--- src/hdl/analog_trigger_pkg.sv ---
// Constants shared by the analog input event trigger and its buffer.
// Assumes one system clock; object indices are those seen by the network master.
package analog_trigger_pkg;

    localparam int CHANNELS = 8;
    localparam int CHAN_W   = 3;
    localparam int RESULT_W = 10;
    localparam int WORD_W   = 16;
    localparam int LIMIT_W  = 32;
    localparam int DELTA_W  = 16;
    localparam int PAD_W    = 5;
    localparam int ENTRY_W  = CHAN_W + WORD_W;
    localparam int BUF_DEPTH = 2;

    ////////////////////////////////////////////////////////////////////////////
    // Object dictionary indices
    localparam logic [15:0] IDX_TRIGGER_SELECT  = 16'h6421;
    localparam logic [15:0] IDX_SOURCE_FLAGS    = 16'h6422;
    localparam logic [15:0] IDX_GLOBAL_ENABLE   = 16'h6423;
    localparam logic [15:0] IDX_UPPER_THRESHOLD = 16'h6424;
    localparam logic [15:0] IDX_LOWER_THRESHOLD = 16'h6425;
    localparam logic [15:0] IDX_CHANGE_THRESH   = 16'h6426;

    localparam logic [7:0] SUB_COUNT = 8'h00;
    localparam logic [7:0] SUB_FIRST = 8'h01;
    localparam logic [7:0] SUB_LAST  = 8'h08;
    localparam logic [7:0] SUB_FLAGS = 8'h01;
    localparam logic [7:0] SUB_GLOBAL = 8'h00;

    ////////////////////////////////////////////////////////////////////////////
    // Field positions and values after reset
    localparam int SEL_UPPER_BIT = 0;
    localparam int SEL_LOWER_BIT = 1;
    localparam int SEL_DELTA_BIT = 2;
    localparam int ENABLE_BIT    = 0;

    localparam logic [7:0]         SEL_MASK      = 8'h07;
    localparam logic [7:0]         SEL_RESET     = 8'h04;
    localparam logic [7:0]         ENABLE_RESET  = 8'h00;
    localparam logic [LIMIT_W-1:0] LIMIT_RESET   = 32'h0000_0000;
    localparam logic [DELTA_W-1:0] DELTA_RESET   = 16'h00a0;
    localparam logic [WORD_W-1:0]  LAST_RESET    = 16'h0000;
    localparam logic [7:0]         FLAGS_RESET   = 8'h00;

    typedef enum logic [1:0] {
        SER_IDLE,
        SER_LOW,
        SER_HIGH
    } ser_state_t;

endpackage

--- src/hdl/analog_input_event_trigger.sv ---
// Analog input event trigger: formats conversion results, decides per channel
// when a process-data word is released, and serializes it low byte first.
// Assumes results arrive on clk_in and the object port comes from the same clock.
// Operation
// Result placed as sign bit 15, result bits 14..5, zero bits 4..0.
// Each analog word goes out low byte first, then high byte.
// Per-channel select byte: bit0 upper, bit1 lower, bit2 delta; rest unused.
// Every select byte resets to delta-only.
// With global enable set, a fired trigger releases the analog process-data word.
// Source bitmap bit set to one for each channel that caused a trigger.
// Source bitmap clears when read by the master or sent in process data; a sent word clears only its own channel's bit.
// Global enable resets to zero; master must write one before triggers act.
// Limit trigger fires when value is above upper or below lower limit.
// Pure limit trigger resends the value on every evaluation while it holds.
// Limits compared as left-aligned 32-bit values, both resetting to zero.
// Upper plus delta selected sends only when beyond limit and changed enough.
// Delta trigger sends only when change from last sent exceeds the delta.
// Delta resets to the left-aligned encoding of five conversion steps.
// Both limits selected and value inside band sends nothing.
// Last sent value updated each time a channel's word is sent.
// Eight channels, each with select byte, limit pair and delta.
`timescale 1ns/1ps

module analog_input_event_trigger
    import analog_trigger_pkg::*;
(
    input  wire logic                sample_valid_in,
    input  wire logic [CHAN_W-1:0]   sample_chan_in,
    input  wire logic [RESULT_W-1:0] sample_result_in,
    input  wire logic                sample_sign_in,
    output logic                     sample_ready_out,
    input  wire logic                sdo_write_in,
    input  wire logic                sdo_read_in,
    input  wire logic [15:0]         sdo_index_in,
    input  wire logic [7:0]          sdo_subindex_in,
    input  wire logic [31:0]         sdo_wdata_in,
    output logic      [31:0]         sdo_rdata_out,
    output logic                     sdo_done_out,
    output logic                     sdo_error_out,
    output logic                     pdo_valid_out,
    output logic      [7:0]          pdo_byte_out,
    output logic      [CHAN_W-1:0]   pdo_channel_out,
    output logic                     pdo_last_out,
    input  wire logic                pdo_ready_in,
    input  wire logic                clk_in,
    input  wire logic                rst_b_in
);

    logic [7:0]         sel_r   [CHANNELS];
    logic [LIMIT_W-1:0] upper_r [CHANNELS];
    logic [LIMIT_W-1:0] lower_r [CHANNELS];
    logic [DELTA_W-1:0] delta_r [CHANNELS];
    logic [WORD_W-1:0]  last_r  [CHANNELS];
    logic [7:0]         enable_r;
    logic [7:0]         flags_r;
    logic [7:0]         flags_nxt;

    logic [WORD_W-1:0]  word;
    logic [LIMIT_W-1:0] word32;
    logic [7:0]         sel;
    logic               above;
    logic               below;
    logic               changed;
    logic               lim_sel;
    logic               fire;
    logic               accept;
    logic               push;
    logic [WORD_W:0]    diff;
    logic [WORD_W:0]    mag;

    logic [ENTRY_W-1:0] buf_data;
    logic               buf_valid;
    logic               buf_take;
    ser_state_t         state_r;
    logic [WORD_W-1:0]  cur_word_r;
    logic               sent_pulse;

    logic               obj_hit;
    logic               chan_sub;
    logic [CHAN_W-1:0]  sub_chan;
    logic               wr_ok;
    logic               rd_ok;
    logic [31:0]        rd_value;
    logic               flags_read;

    ////////////////////////////////////////////////////////////////////////////
    // Formatting and trigger evaluation
    assign word   = {sample_sign_in, sample_result_in, {PAD_W{1'b0}}};
    assign word32 = {word, 16'h0000};
    assign sel    = sel_r[sample_chan_in];

    assign above   = sel[SEL_UPPER_BIT] && ($signed(word32) > $signed(upper_r[sample_chan_in]));
    assign below   = sel[SEL_LOWER_BIT] && ($signed(word32) < $signed(lower_r[sample_chan_in]));
    assign diff    = $signed({word[WORD_W-1], word})
                   - $signed({last_r[sample_chan_in][WORD_W-1], last_r[sample_chan_in]});
    assign mag     = diff[WORD_W] ? (~diff + 17'h0_0001) : diff;
    assign changed = mag > {1'b0, delta_r[sample_chan_in]};
    assign lim_sel = sel[SEL_UPPER_BIT] || sel[SEL_LOWER_BIT];

    // Inside the band neither limit term is true, so nothing fires
    assign fire = enable_r[ENABLE_BIT]
               && (lim_sel || sel[SEL_DELTA_BIT])
               && (!lim_sel || above || below)
               && (!sel[SEL_DELTA_BIT] || changed);

    // A stalled buffer holds off the converter rather than dropping a word
    assign accept = sample_valid_in && sample_ready_out;
    assign push   = accept && fire;

    always_ff @(posedge clk_in or negedge rst_b_in)
    begin
        if (!rst_b_in)
        begin
            for (int i = 0; i < CHANNELS; i++)
                last_r[i] <= LAST_RESET;
        end
        else if (push)
        begin
            last_r[sample_chan_in] <= word;
        end
    end

    ////////////////////////////////////////////////////////////////////////////
    // Source bitmap: set wins over read or send clear
    // A read beaten by a write returns nothing, so it must not clear either
    assign flags_read = sdo_read_in && !sdo_write_in && (sdo_index_in == IDX_SOURCE_FLAGS)
                     && (sdo_subindex_in == SUB_FLAGS);

    always_comb
    begin
        flags_nxt = flags_r;
        if (flags_read)
            flags_nxt = FLAGS_RESET;
        if (sent_pulse)
            flags_nxt[pdo_channel_out] = 1'b0;
        if (push)
            flags_nxt[sample_chan_in] = 1'b1;
    end

    always_ff @(posedge clk_in or negedge rst_b_in)
    begin
        if (!rst_b_in)
            flags_r <= FLAGS_RESET;
        else
            flags_r <= flags_nxt;
    end

    ////////////////////////////////////////////////////////////////////////////
    // Buffer and byte serializer
    pdo_word_buffer u_buffer (
        .clk_in        (clk_in),
        .rst_b_in      (rst_b_in),
        .in_valid_in   (push),
        .in_data_in    ({sample_chan_in, word}),
        .in_ready_out  (sample_ready_out),
        .out_valid_out (buf_valid),
        .out_data_out  (buf_data),
        .out_ready_in  (buf_take)
    );

    assign buf_take   = (state_r == SER_IDLE);
    assign sent_pulse = (state_r == SER_HIGH) && pdo_ready_in;

    always_ff @(posedge clk_in or negedge rst_b_in)
    begin
        if (!rst_b_in)
        begin
            state_r         <= SER_IDLE;
            cur_word_r      <= 16'h0000;
            pdo_valid_out   <= 1'b0;
            pdo_byte_out    <= 8'h00;
            pdo_channel_out <= 3'h0;
            pdo_last_out    <= 1'b0;
        end
        else
        begin
            unique case (state_r)
                SER_IDLE:
                begin
                    if (buf_valid)
                    begin
                        cur_word_r      <= buf_data[WORD_W-1:0];
                        pdo_channel_out <= buf_data[ENTRY_W-1:WORD_W];
                        pdo_byte_out    <= buf_data[7:0];
                        pdo_valid_out   <= 1'b1;
                        pdo_last_out    <= 1'b0;
                        state_r         <= SER_LOW;
                    end
                end
                SER_LOW:
                begin
                    if (pdo_ready_in)
                    begin
                        pdo_byte_out <= cur_word_r[15:8];
                        pdo_last_out <= 1'b1;
                        state_r      <= SER_HIGH;
                    end
                end
                SER_HIGH:
                begin
                    if (pdo_ready_in)
                    begin
                        pdo_valid_out <= 1'b0;
                        pdo_last_out  <= 1'b0;
                        state_r       <= SER_IDLE;
                    end
                end
            endcase
        end
    end

    ////////////////////////////////////////////////////////////////////////////
    // Object access port
    assign sub_chan = sdo_subindex_in[CHAN_W-1:0] - 3'h1;
    assign chan_sub = (sdo_subindex_in >= SUB_FIRST) && (sdo_subindex_in <= SUB_LAST);
    assign obj_hit  = (sdo_index_in == IDX_TRIGGER_SELECT) || (sdo_index_in == IDX_UPPER_THRESHOLD)
                   || (sdo_index_in == IDX_LOWER_THRESHOLD) || (sdo_index_in == IDX_CHANGE_THRESH);
    assign wr_ok    = (obj_hit && chan_sub)
                   || ((sdo_index_in == IDX_GLOBAL_ENABLE) && (sdo_subindex_in == SUB_GLOBAL));
    assign rd_ok    = wr_ok || (obj_hit && (sdo_subindex_in == SUB_COUNT)) || flags_read;

    always_comb
    begin
        rd_value = 32'h0000_0000;
        if (obj_hit && (sdo_subindex_in == SUB_COUNT))
            rd_value = {24'h00_0000, SUB_LAST};
        else if (sdo_index_in == IDX_TRIGGER_SELECT)
            rd_value = {24'h00_0000, sel_r[sub_chan]};
        else if (sdo_index_in == IDX_UPPER_THRESHOLD)
            rd_value = upper_r[sub_chan];
        else if (sdo_index_in == IDX_LOWER_THRESHOLD)
            rd_value = lower_r[sub_chan];
        else if (sdo_index_in == IDX_CHANGE_THRESH)
            rd_value = {16'h0000, delta_r[sub_chan]};
        else if (sdo_index_in == IDX_GLOBAL_ENABLE)
            rd_value = {24'h00_0000, enable_r};
        else if (sdo_index_in == IDX_SOURCE_FLAGS)
            rd_value = {24'h00_0000, flags_r};
    end

    always_ff @(posedge clk_in or negedge rst_b_in)
    begin
        if (!rst_b_in)
        begin
            for (int i = 0; i < CHANNELS; i++)
            begin
                sel_r[i]   <= SEL_RESET;
                upper_r[i] <= LIMIT_RESET;
                lower_r[i] <= LIMIT_RESET;
                delta_r[i] <= DELTA_RESET;
            end
            enable_r <= ENABLE_RESET;
        end
        else if (sdo_write_in && wr_ok)
        begin
            unique case (sdo_index_in)
                IDX_TRIGGER_SELECT:  sel_r[sub_chan]   <= sdo_wdata_in[7:0] & SEL_MASK;
                IDX_UPPER_THRESHOLD: upper_r[sub_chan] <= sdo_wdata_in;
                IDX_LOWER_THRESHOLD: lower_r[sub_chan] <= sdo_wdata_in;
                IDX_CHANGE_THRESH:   delta_r[sub_chan] <= sdo_wdata_in[DELTA_W-1:0];
                IDX_GLOBAL_ENABLE:   enable_r          <= sdo_wdata_in[7:0];
                default:             enable_r          <= enable_r;
            endcase
        end
    end

    always_ff @(posedge clk_in or negedge rst_b_in)
    begin
        if (!rst_b_in)
        begin
            sdo_rdata_out <= 32'h0000_0000;
            sdo_done_out  <= 1'b0;
            sdo_error_out <= 1'b0;
        end
        else
        begin
            sdo_done_out  <= sdo_write_in || sdo_read_in;
            // Write takes precedence when both strobes arrive together
            sdo_error_out <= sdo_write_in ? !wr_ok : (sdo_read_in && !rd_ok);
            if (sdo_read_in && !sdo_write_in)
                sdo_rdata_out <= rd_ok ? rd_value : 32'h0000_0000;
        end
    end

    ////////////////////////////////////////////////////////////////////////////
    // Checks
    logic first_r;

    always_ff @(posedge clk_in or negedge rst_b_in)
    begin
        if (!rst_b_in)
            first_r <= 1'b1;
        else
            first_r <= 1'b0;
    end
endmodule

--- src/hdl/pdo_word_buffer.sv ---
// Two-entry buffer between trigger evaluation and the byte serializer.
// Assumes the writer honours in_ready_out and the reader honours out_valid_out.
`timescale 1ns/1ps

module pdo_word_buffer
    import analog_trigger_pkg::*;
(
    input  wire logic               clk_in,
    input  wire logic               rst_b_in,
    input  wire logic               in_valid_in,
    input  wire logic [ENTRY_W-1:0] in_data_in,
    output logic                    in_ready_out,
    output logic                    out_valid_out,
    output logic      [ENTRY_W-1:0] out_data_out,
    input  wire logic               out_ready_in
);

    logic [ENTRY_W-1:0] mem_r [BUF_DEPTH];
    logic               wptr_r;
    logic               rptr_r;
    logic [1:0]         count_r;
    logic               push;
    logic               pop;
    logic [1:0]         count_nxt;

    assign push      = in_valid_in && in_ready_out;
    assign pop       = out_valid_out && out_ready_in;
    assign count_nxt = count_r + {1'b0, push} - {1'b0, pop};
    assign out_data_out = mem_r[rptr_r];

    always_ff @(posedge clk_in or negedge rst_b_in)
    begin
        if (!rst_b_in)
        begin
            mem_r[0] <= '0;
            mem_r[1] <= '0;
            wptr_r   <= 1'b0;
        end
        else if (push)
        begin
            mem_r[wptr_r] <= in_data_in;
            wptr_r        <= ~wptr_r;
        end
    end

    always_ff @(posedge clk_in or negedge rst_b_in)
    begin
        if (!rst_b_in)
        begin
            rptr_r        <= 1'b0;
            count_r       <= 2'h0;
            in_ready_out  <= 1'b0;
            out_valid_out <= 1'b0;
        end
        else
        begin
            if (pop)
                rptr_r <= ~rptr_r;
            count_r       <= count_nxt;
            // Ready held low during reset so no word is taken before release
            in_ready_out  <= (count_nxt != 2'h2);
            out_valid_out <= (count_nxt != 2'h0);
        end
    end

endmodule

--- config.mk ---
export PLATFORM = sky130hd
export DESIGN_NAME = analog_input_event_trigger
export DESIGN_NICKNAME = d
export VERILOG_FILES = /design/src/hdl/analog_trigger_pkg.sv /design/src/hdl/analog_input_event_trigger.sv /design/src/hdl/pdo_word_buffer.sv
export SDC_FILE = /design/constraint.sdc
export NUM_CORES = 2
export LEC_CHECK = 0
export BUFFER_PORTS_ARGS = -buffer_cell sky130_fd_sc_hd__buf_2
export CAP_MARGIN = 20
export CORE_MARGIN = 3
export CORE_UTILIZATION = 57
export DETAILED_ROUTE_END_ITERATION = 8
export PLACE_DENSITY = 0.81
export SYNTH_ARGS = -nofsm -noshare
export SYNTH_HDL_FRONTEND = slang
export SYNTH_SLANG_ARGS = --single-unit
--- constraint.sdc ---
create_clock -name clk_in -period 5.3 [get_ports clk_in]
set_clock_uncertainty 0.15 [all_clocks]
set_input_delay 1.06 -clock clk_in [delete_from_list [all_inputs] [get_ports clk_in]]
set_output_delay 1.06 -clock clk_in [all_outputs]
set_load 0.1 [all_outputs]
After elaboration in Yosys (flattened, before gate mapping)
Cells that the tools add are included.

Add/sub/neg operators: 5. $mul: 0. Div/mod/pow operators: 0. Magnitude comparators: 16. Equality and inequality tests: 13. Shift-type cells: 0. Muxes and demuxes: 76. Bitwise logic cells: 10. Reductions and logical operators: 55.

Operators by type and width (count): 256-bit bitwise mux (2); 32-bit two-way mux (14); 32-bit binary-select mux with 3-bit select (4); 128-bit bitwise mux (2); 16-bit binary-select mux with 3-bit select (3); 16-bit two-way mux (9); 16-bit demux with 3-bit select (2); 32-bit demux with 3-bit select (1); 16-bit by 15-bit equality test with 1-bit output (second input constant) (6); 8-bit two-way mux (10); 19-bit two-way mux (4); 64-bit bitwise mux (1); 8-bit binary-select mux with 3-bit select (2); 38-bit bitwise mux (1); 32-bit greater-than comparator (1); 32-bit < comparator (1); 8-bit demux with 3-bit select (1); 1-bit logical AND (24); 19-bit demux with 1-bit select (1); 17-bit by 1-bit adder with 17-bit output (second input constant) (1); 17-bit by 16-bit greater-than comparator with 1-bit output (1); 17-bit two-way mux (1); 17-bit inverter (1); 16-bit by 16-bit subtractor with 17-bit output (1); 37 further kinds (81).

Flip-flop bits (word level): 957. Latch bits: 0. Memory bits (writable): 0. Memory bits (read-only): 0. Bits of input ports: 76. Word-level logic and storage cells: 233. Memories: 0.

Logic depth before layout (Yosys ltp)
Word-level depth: 16. Mapped depth: 34.

Cells and area by module
A second synthesis with hierarchy kept.

Cells, all modules: 3370. Area, all modules: 42059.1 um2.

By module, submodules not included: analog_input_event_trigger (times used 1, cells an instance 3250, area an instance 40149.8 um2); pdo_word_buffer (times used 1, cells an instance 120, area an instance 1909.3 um2).

Least setup slack after synthesis
Ideal clock, no wire load.

Path type: input port to flip-flop. Start: in sample_chan_in[2]. End: reg last_r[37] (netlist name). Library setup time: 0.128 ns. Arrival: 6.963 ns. Data required time: 5.022 ns. Path slack: -1.941 ns. Cell stages on the path: 30. Cell sequence: buf_2 > clkbuf_1 > clkbuf_1 > buf_1 > buf_1 > mux2_2 > a22oi_1 > o21ai_0 > a21oi_1 > ha_1 > o211a_1 > o21bai_1 > a21boi_0 > o21a_1 > nor2_1 > o21bai_1 > a21o_1 > clkbuf_1 > a21oi_1 > xnor2_1 > ha_1 > nand4_1 > or4_1 > nor4_1 > o21bai_1 > a41oi_2 > buf_2 > nor3_2 > buf_2 > mux2_1.

Longest elaborated chain between the ends: 12. Elaborated cells on any way between the ends: 42. Those cells by class: add/sub: 2; order compare: 5; mux: 19; bitwise: 2; reduce/logical: 14.

Ends and longest elaborated chain: from (decl) (line analog_input_event_trigger.sv:28) `input wire logic [CHAN_W-1:0] sample_chan_in,`; 3-bit inverter with 4-bit output (implied by the code) *; 16-bit binary-select mux with 3-bit select (line analog_input_event_trigger.sv:95) `- $signed({last_r[sample_chan_in][WORD_W-1], last_r[sample_chan_in]});`; 16-bit two-way mux (implied by the code) (2 in a row) (line analog_input_event_trigger.sv:95); 16-bit by 16-bit subtractor with 17-bit output (line analog_input_event_trigger.sv:95); 17-bit inverter (line analog_input_event_trigger.sv:96) `assign mag = diff[WORD_W] ? (~diff + 17'h0_0001) : diff;`; 17-bit by 1-bit adder with 17-bit output (line analog_input_event_trigger.sv:96); 17-bit two-way mux (line analog_input_event_trigger.sv:96); 17-bit by 16-bit greater-than comparator with 1-bit output (line analog_input_event_trigger.sv:97) `assign changed = mag > {1'b0, delta_r[sample_chan_in]};`; 1-bit logical OR (line analog_input_event_trigger.sv:104) `&& (!sel[SEL_DELTA_BIT] || changed);`; 1-bit logical AND (line analog_input_event_trigger.sv:104); 1-bit logical AND (line analog_input_event_trigger.sv:108) `assign push = accept && fire;`; to (signal, indexed assignment) (line analog_input_event_trigger.sv:119) `last_r[sample_chan_in] <= word;`; to (decl) (line analog_input_event_trigger.sv:53) `logic [WORD_W-1:0] last_r [CHANNELS];`.

Mark *: on every way between the ends. The rest lies on a longest branch, timed or not. The select of a mux whose other input is x is not followed. A chain may end at the register's enable or synchronous reset.

Worst setup path in the final report
Start: in sample_chan_in[1]. End: reg last_r[30] (netlist name).

The elaborated chain is that of the path after synthesis.

==> impl_metrics.ini <==
[status]
status = complete, but fails checks
failing_checks = setup timing

[worst_setup_path]
timing.critical_path.arrival_ns = 6.31
reg2reg_to = last_r[30]$_DFFE_PN0P_
start_kind = primary input
regToRegStartpoint = last_r[75]$_DFFE_PN0P_
depth_of_the_most_critical_reg_to_reg_path = 25
crit_top_cell = buf_6
critical_path_required_ns = 5.67
end_kind = flip-flop
class_of_the_most_critical_setup_path = primary input to flip-flop
worstPathMaxFanout = 6
critical-path-slowest-cell = or4_4
r2r_slack_ns = -0.40
delay_of_the_slowest_critical_path_stage_ns = 0.46

[synthesis]
yosys_register_bits = 858
synth_seq_area_share_pct = 51.65
synth_top_area_share_pct = 50.13
synth-edff-count = 0
synth_async_sr_flop_share_pct = 100.0
syn_area_um2 = 41630
yosysWarningCount = 0
syn_avg_cell_area_um2 = 12.16
main_flop_type_after_synthesis = dfrtp_1
synthDominantAreaCellType = dfrtp_1
synth_area_leaders = dfrtp_1, mux2_2, o22ai_1
synthCells = 3424
ys_types = 70
syn-num-nets = 3554

[floorplanning]
core_um2 = 71980
die_area_um2 = 76310
num_rows = 98
io-pin-count = 124
floorplan.initialDensity_pct = 57.84
die-width_um = 276.2
die_height_um = 276.2

[finish]
fillers = 4882
finalNetCount = 3767
layout-area-overhead-vs-synth_pct = 16.98
multi_input_area_um2 = 19620
stdcell_count = 4662
seq_area_um2 = 21500
most_common_cell_after_layout_fill_and_taps_aside = dfrtp_1
most-common-layout-cells = dfrtp_1, mux2_2, o22ai_1
final_layout_size_suffix_gt1_share_pct = 41.13

[timing]
worst_slew_margin_rel_pct = 29.32
timing.final.max_slew_violations = 0
hold_viol = 0
fmaxAchievable_mhz = 168.2
hold_ws_ns = 0.3260
finalSetupViolCount = 129
fin_tns_setup_ns = -71.04
worst_case_setup_margin_in_the_final_layout_ns = -0.6448
period_minus_slack_ns = 5.945
worst-slew-pin-transition_ns = 1.051
rsz0062_at_grt = yes
layout_worst_path_cycle_share_pct = 112.2

[cts]
max-clock-path-buffers = 3
holdBufCountCts = 0
numCtsBuffers = 88
clock-sinks = 858
cts_tree = built
clock_insertion_delay_worst_skew_ns = 0.67
cts_root_buf = clkbuf_16
clk_pin_slew_ns = 0.06
cts.htree.levels = 3

[power]
peakVddDrop_mv = 0.3940
static-leakage-power_nw = 23.31
totalPowerFinal_w = 0.01526
cellPowerDensity_nw_per_um2 = 313.4

[placement]
place_hpwl_um = 85680
place.gp.congestion = 0.9403
place_inst = 4452
number_of_buffers_added_on_ports = 123

[grt]
global_route.usage.total_pct = 34.42
globalRouteOverflowTotal = 0
antenna_found_initial = 8
maximum_number_of_pins_on_one_net_before_global_route_repair = 110
number_of_global_route_vias_before_repair = 33490
grt_pass1_wl_um = 205100

[detailed_routing]
avgViaCountPerCell = 7.193
drt_first_pass_iters = 6
detail_route.wirelength_um = 136300
drt_iter0_markers = 4668
post_route_drc_violation_count = 0
routed-via-count = 33530
wire_per_inst_um = 29.23
detail-route-antenna-nets = 0

[min_path]
min_to = sdo_rdata_out[3]$_DFFE_PN0P_
whs_path_depth = 1
timing.hold.worst.start = sdo_rdata_out[3]$_DFFE_PN0P_
hold_class = flip-flop to flip-flop

[flow_run]
cap_violations = 0
logic make-up after synthesis:
group | Yosys count | synth area share (%)
xor gates and xnor gates | 22 | 0.4629
buffers and inverters | 301 | 3.051
adders and majority gates | 54 | 1.623
AOI/OAI and AO/OA | 758 | 12.11
muxes | 875 | 23.80
DFF | 858 | 51.65
and+or+nand+nor | 556 | 7.307
power by group:
group / internal [W] / switching [W] / total, W / leakage [nW]
logic: 0.000641 / 0.00140 / 0.00204 / 9.94
registers: 0.00661 / 0.0000758 / 0.00669 / 11.9
clock network: 0.00380 / 0.00273 / 0.00653 / 1.48
total: 0.0111 / 0.00420 / 0.0153 / 23.3
synthesized netlist by cell type, drive strengths merged, types with 16 or more instances:
| cell type | instances |
|---|---|
| nor3 | 49 |
| mux2 | 829 |
| mux2i | 40 |
| a22oi | 67 |
| a22o | 29 |
| a21o | 19 |
| or4 | 18 |
| clkbuf | 158 |
| dfrtp | 834 |
| nor4 | 149 |
| nand4 | 26 |
| dfstp | 24 |
| nand3 | 19 |
| o221ai | 16 |
| o22ai | 366 |
| a221oi | 41 |
| buf | 122 |
| nor2b | 18 |
| nand2 | 85 |
| a21oi | 79 |
| inv | 21 |
| nor2 | 132 |
| o21ai | 66 |
| nand2b | 18 |
| ha | 54 |
how the worst max path moves through the flow:
| stage | start | to | slack, ns | depth (start not counted) |
|---|---|---|---|---|
| after CTS | sample_chan_in[1] | last_r[91]$_DFFE_PN0P_ | -0.34 | 28 |
| final | sample_chan_in[1] | last_r[30]$_DFFE_PN0P_ | -0.64 | 29 |
| after floorplan | sample_chan_in[1] | u_buffer.mem_r[10]$_DFFE_PN0P_ | -0.97 | 29 |
| after global routing | sample_chan_in[1] | last_r[30]$_DFFE_PN0P_ | -0.77 | 29 |
| after global placement | sample_chan_in[2] | last_r[72]$_DFFE_PN0P_ | -1.32 | 25 |
| after detailed placement | sample_chan_in[2] | last_r[69]$_DFFE_PN0P_ | -1.45 | 26 |
registers in the layout, summed over array words and instances, names as in the netlist, 2 cells and up:
register / cells
u_buffer.mem_r: 28
flags_r: 8
enable_r: 8
lower_r: 256
pdo_channel_out: 3
delta_r: 128
cur_word_r: 8
u_buffer.count_r: 2
sel_r: 24
upper_r: 256
sdo_rdata_out: 32
pdo_byte_out: 8
last_r: 88
worst max-delay path, delay by kind of cell:
family / cells / cell delay, ns
AOI/OAI and AO/OA: 7 / 1.11
xor gates and xnor gates: 1 / 0.14
muxes: 1 / 0.32
adders and majority gates: 2 / 0.49
and+or+nand+nor: 11 / 2.12
buffers and inverters: 7 / 1.05
through the flow:
step	setup slack (ns)	util, %	cell area (µm²)
global placement	-1.317	61.90	44550
detailed placement	-1.454	61.90	44550
floorplan	-0.9743	-	41910
CTS	-0.3442	67.03	48250
global route	-0.7675	67.65	48690
finish	-0.6448	67.66	48700
timing repair:
| action | CTS | global route |
|---|---|---|
| pin swaps | 21 | 23 |
| setup buffers | 34 | 10 |
| endpoints found under the setup margin | 129 | 129 |
| cloned | 1 | 3 |
| resized for setup | 72 | 68 |
per-layer routing:
metal  vias up  share of wire (%)  global-route usage (%)
met3       606                 12                   8.866
met4         2                6.5                   19.50
met5         -             0.0095                       0
li1      13560                  -                       -
met1     16900                 37                   45.19
met2      2464                 45                   52.20
final cells by class:
| class | count | area share, % |
|---|---|---|
| clock buffers | 126 | 5.228 |
| diodes | 7 | 0.03597 |
| inverters | 21 | 0.1670 |
| repair buffers | 403 | 6.657 |
| multi-input cells | 2265 | 40.29 |
| well taps | 950 | 2.441 |
| flip-flops and latches | 858 | 44.15 |
| clock inverters | 32 | 1.028 |
Note: power is estimated with default switching activity, not from simulation.
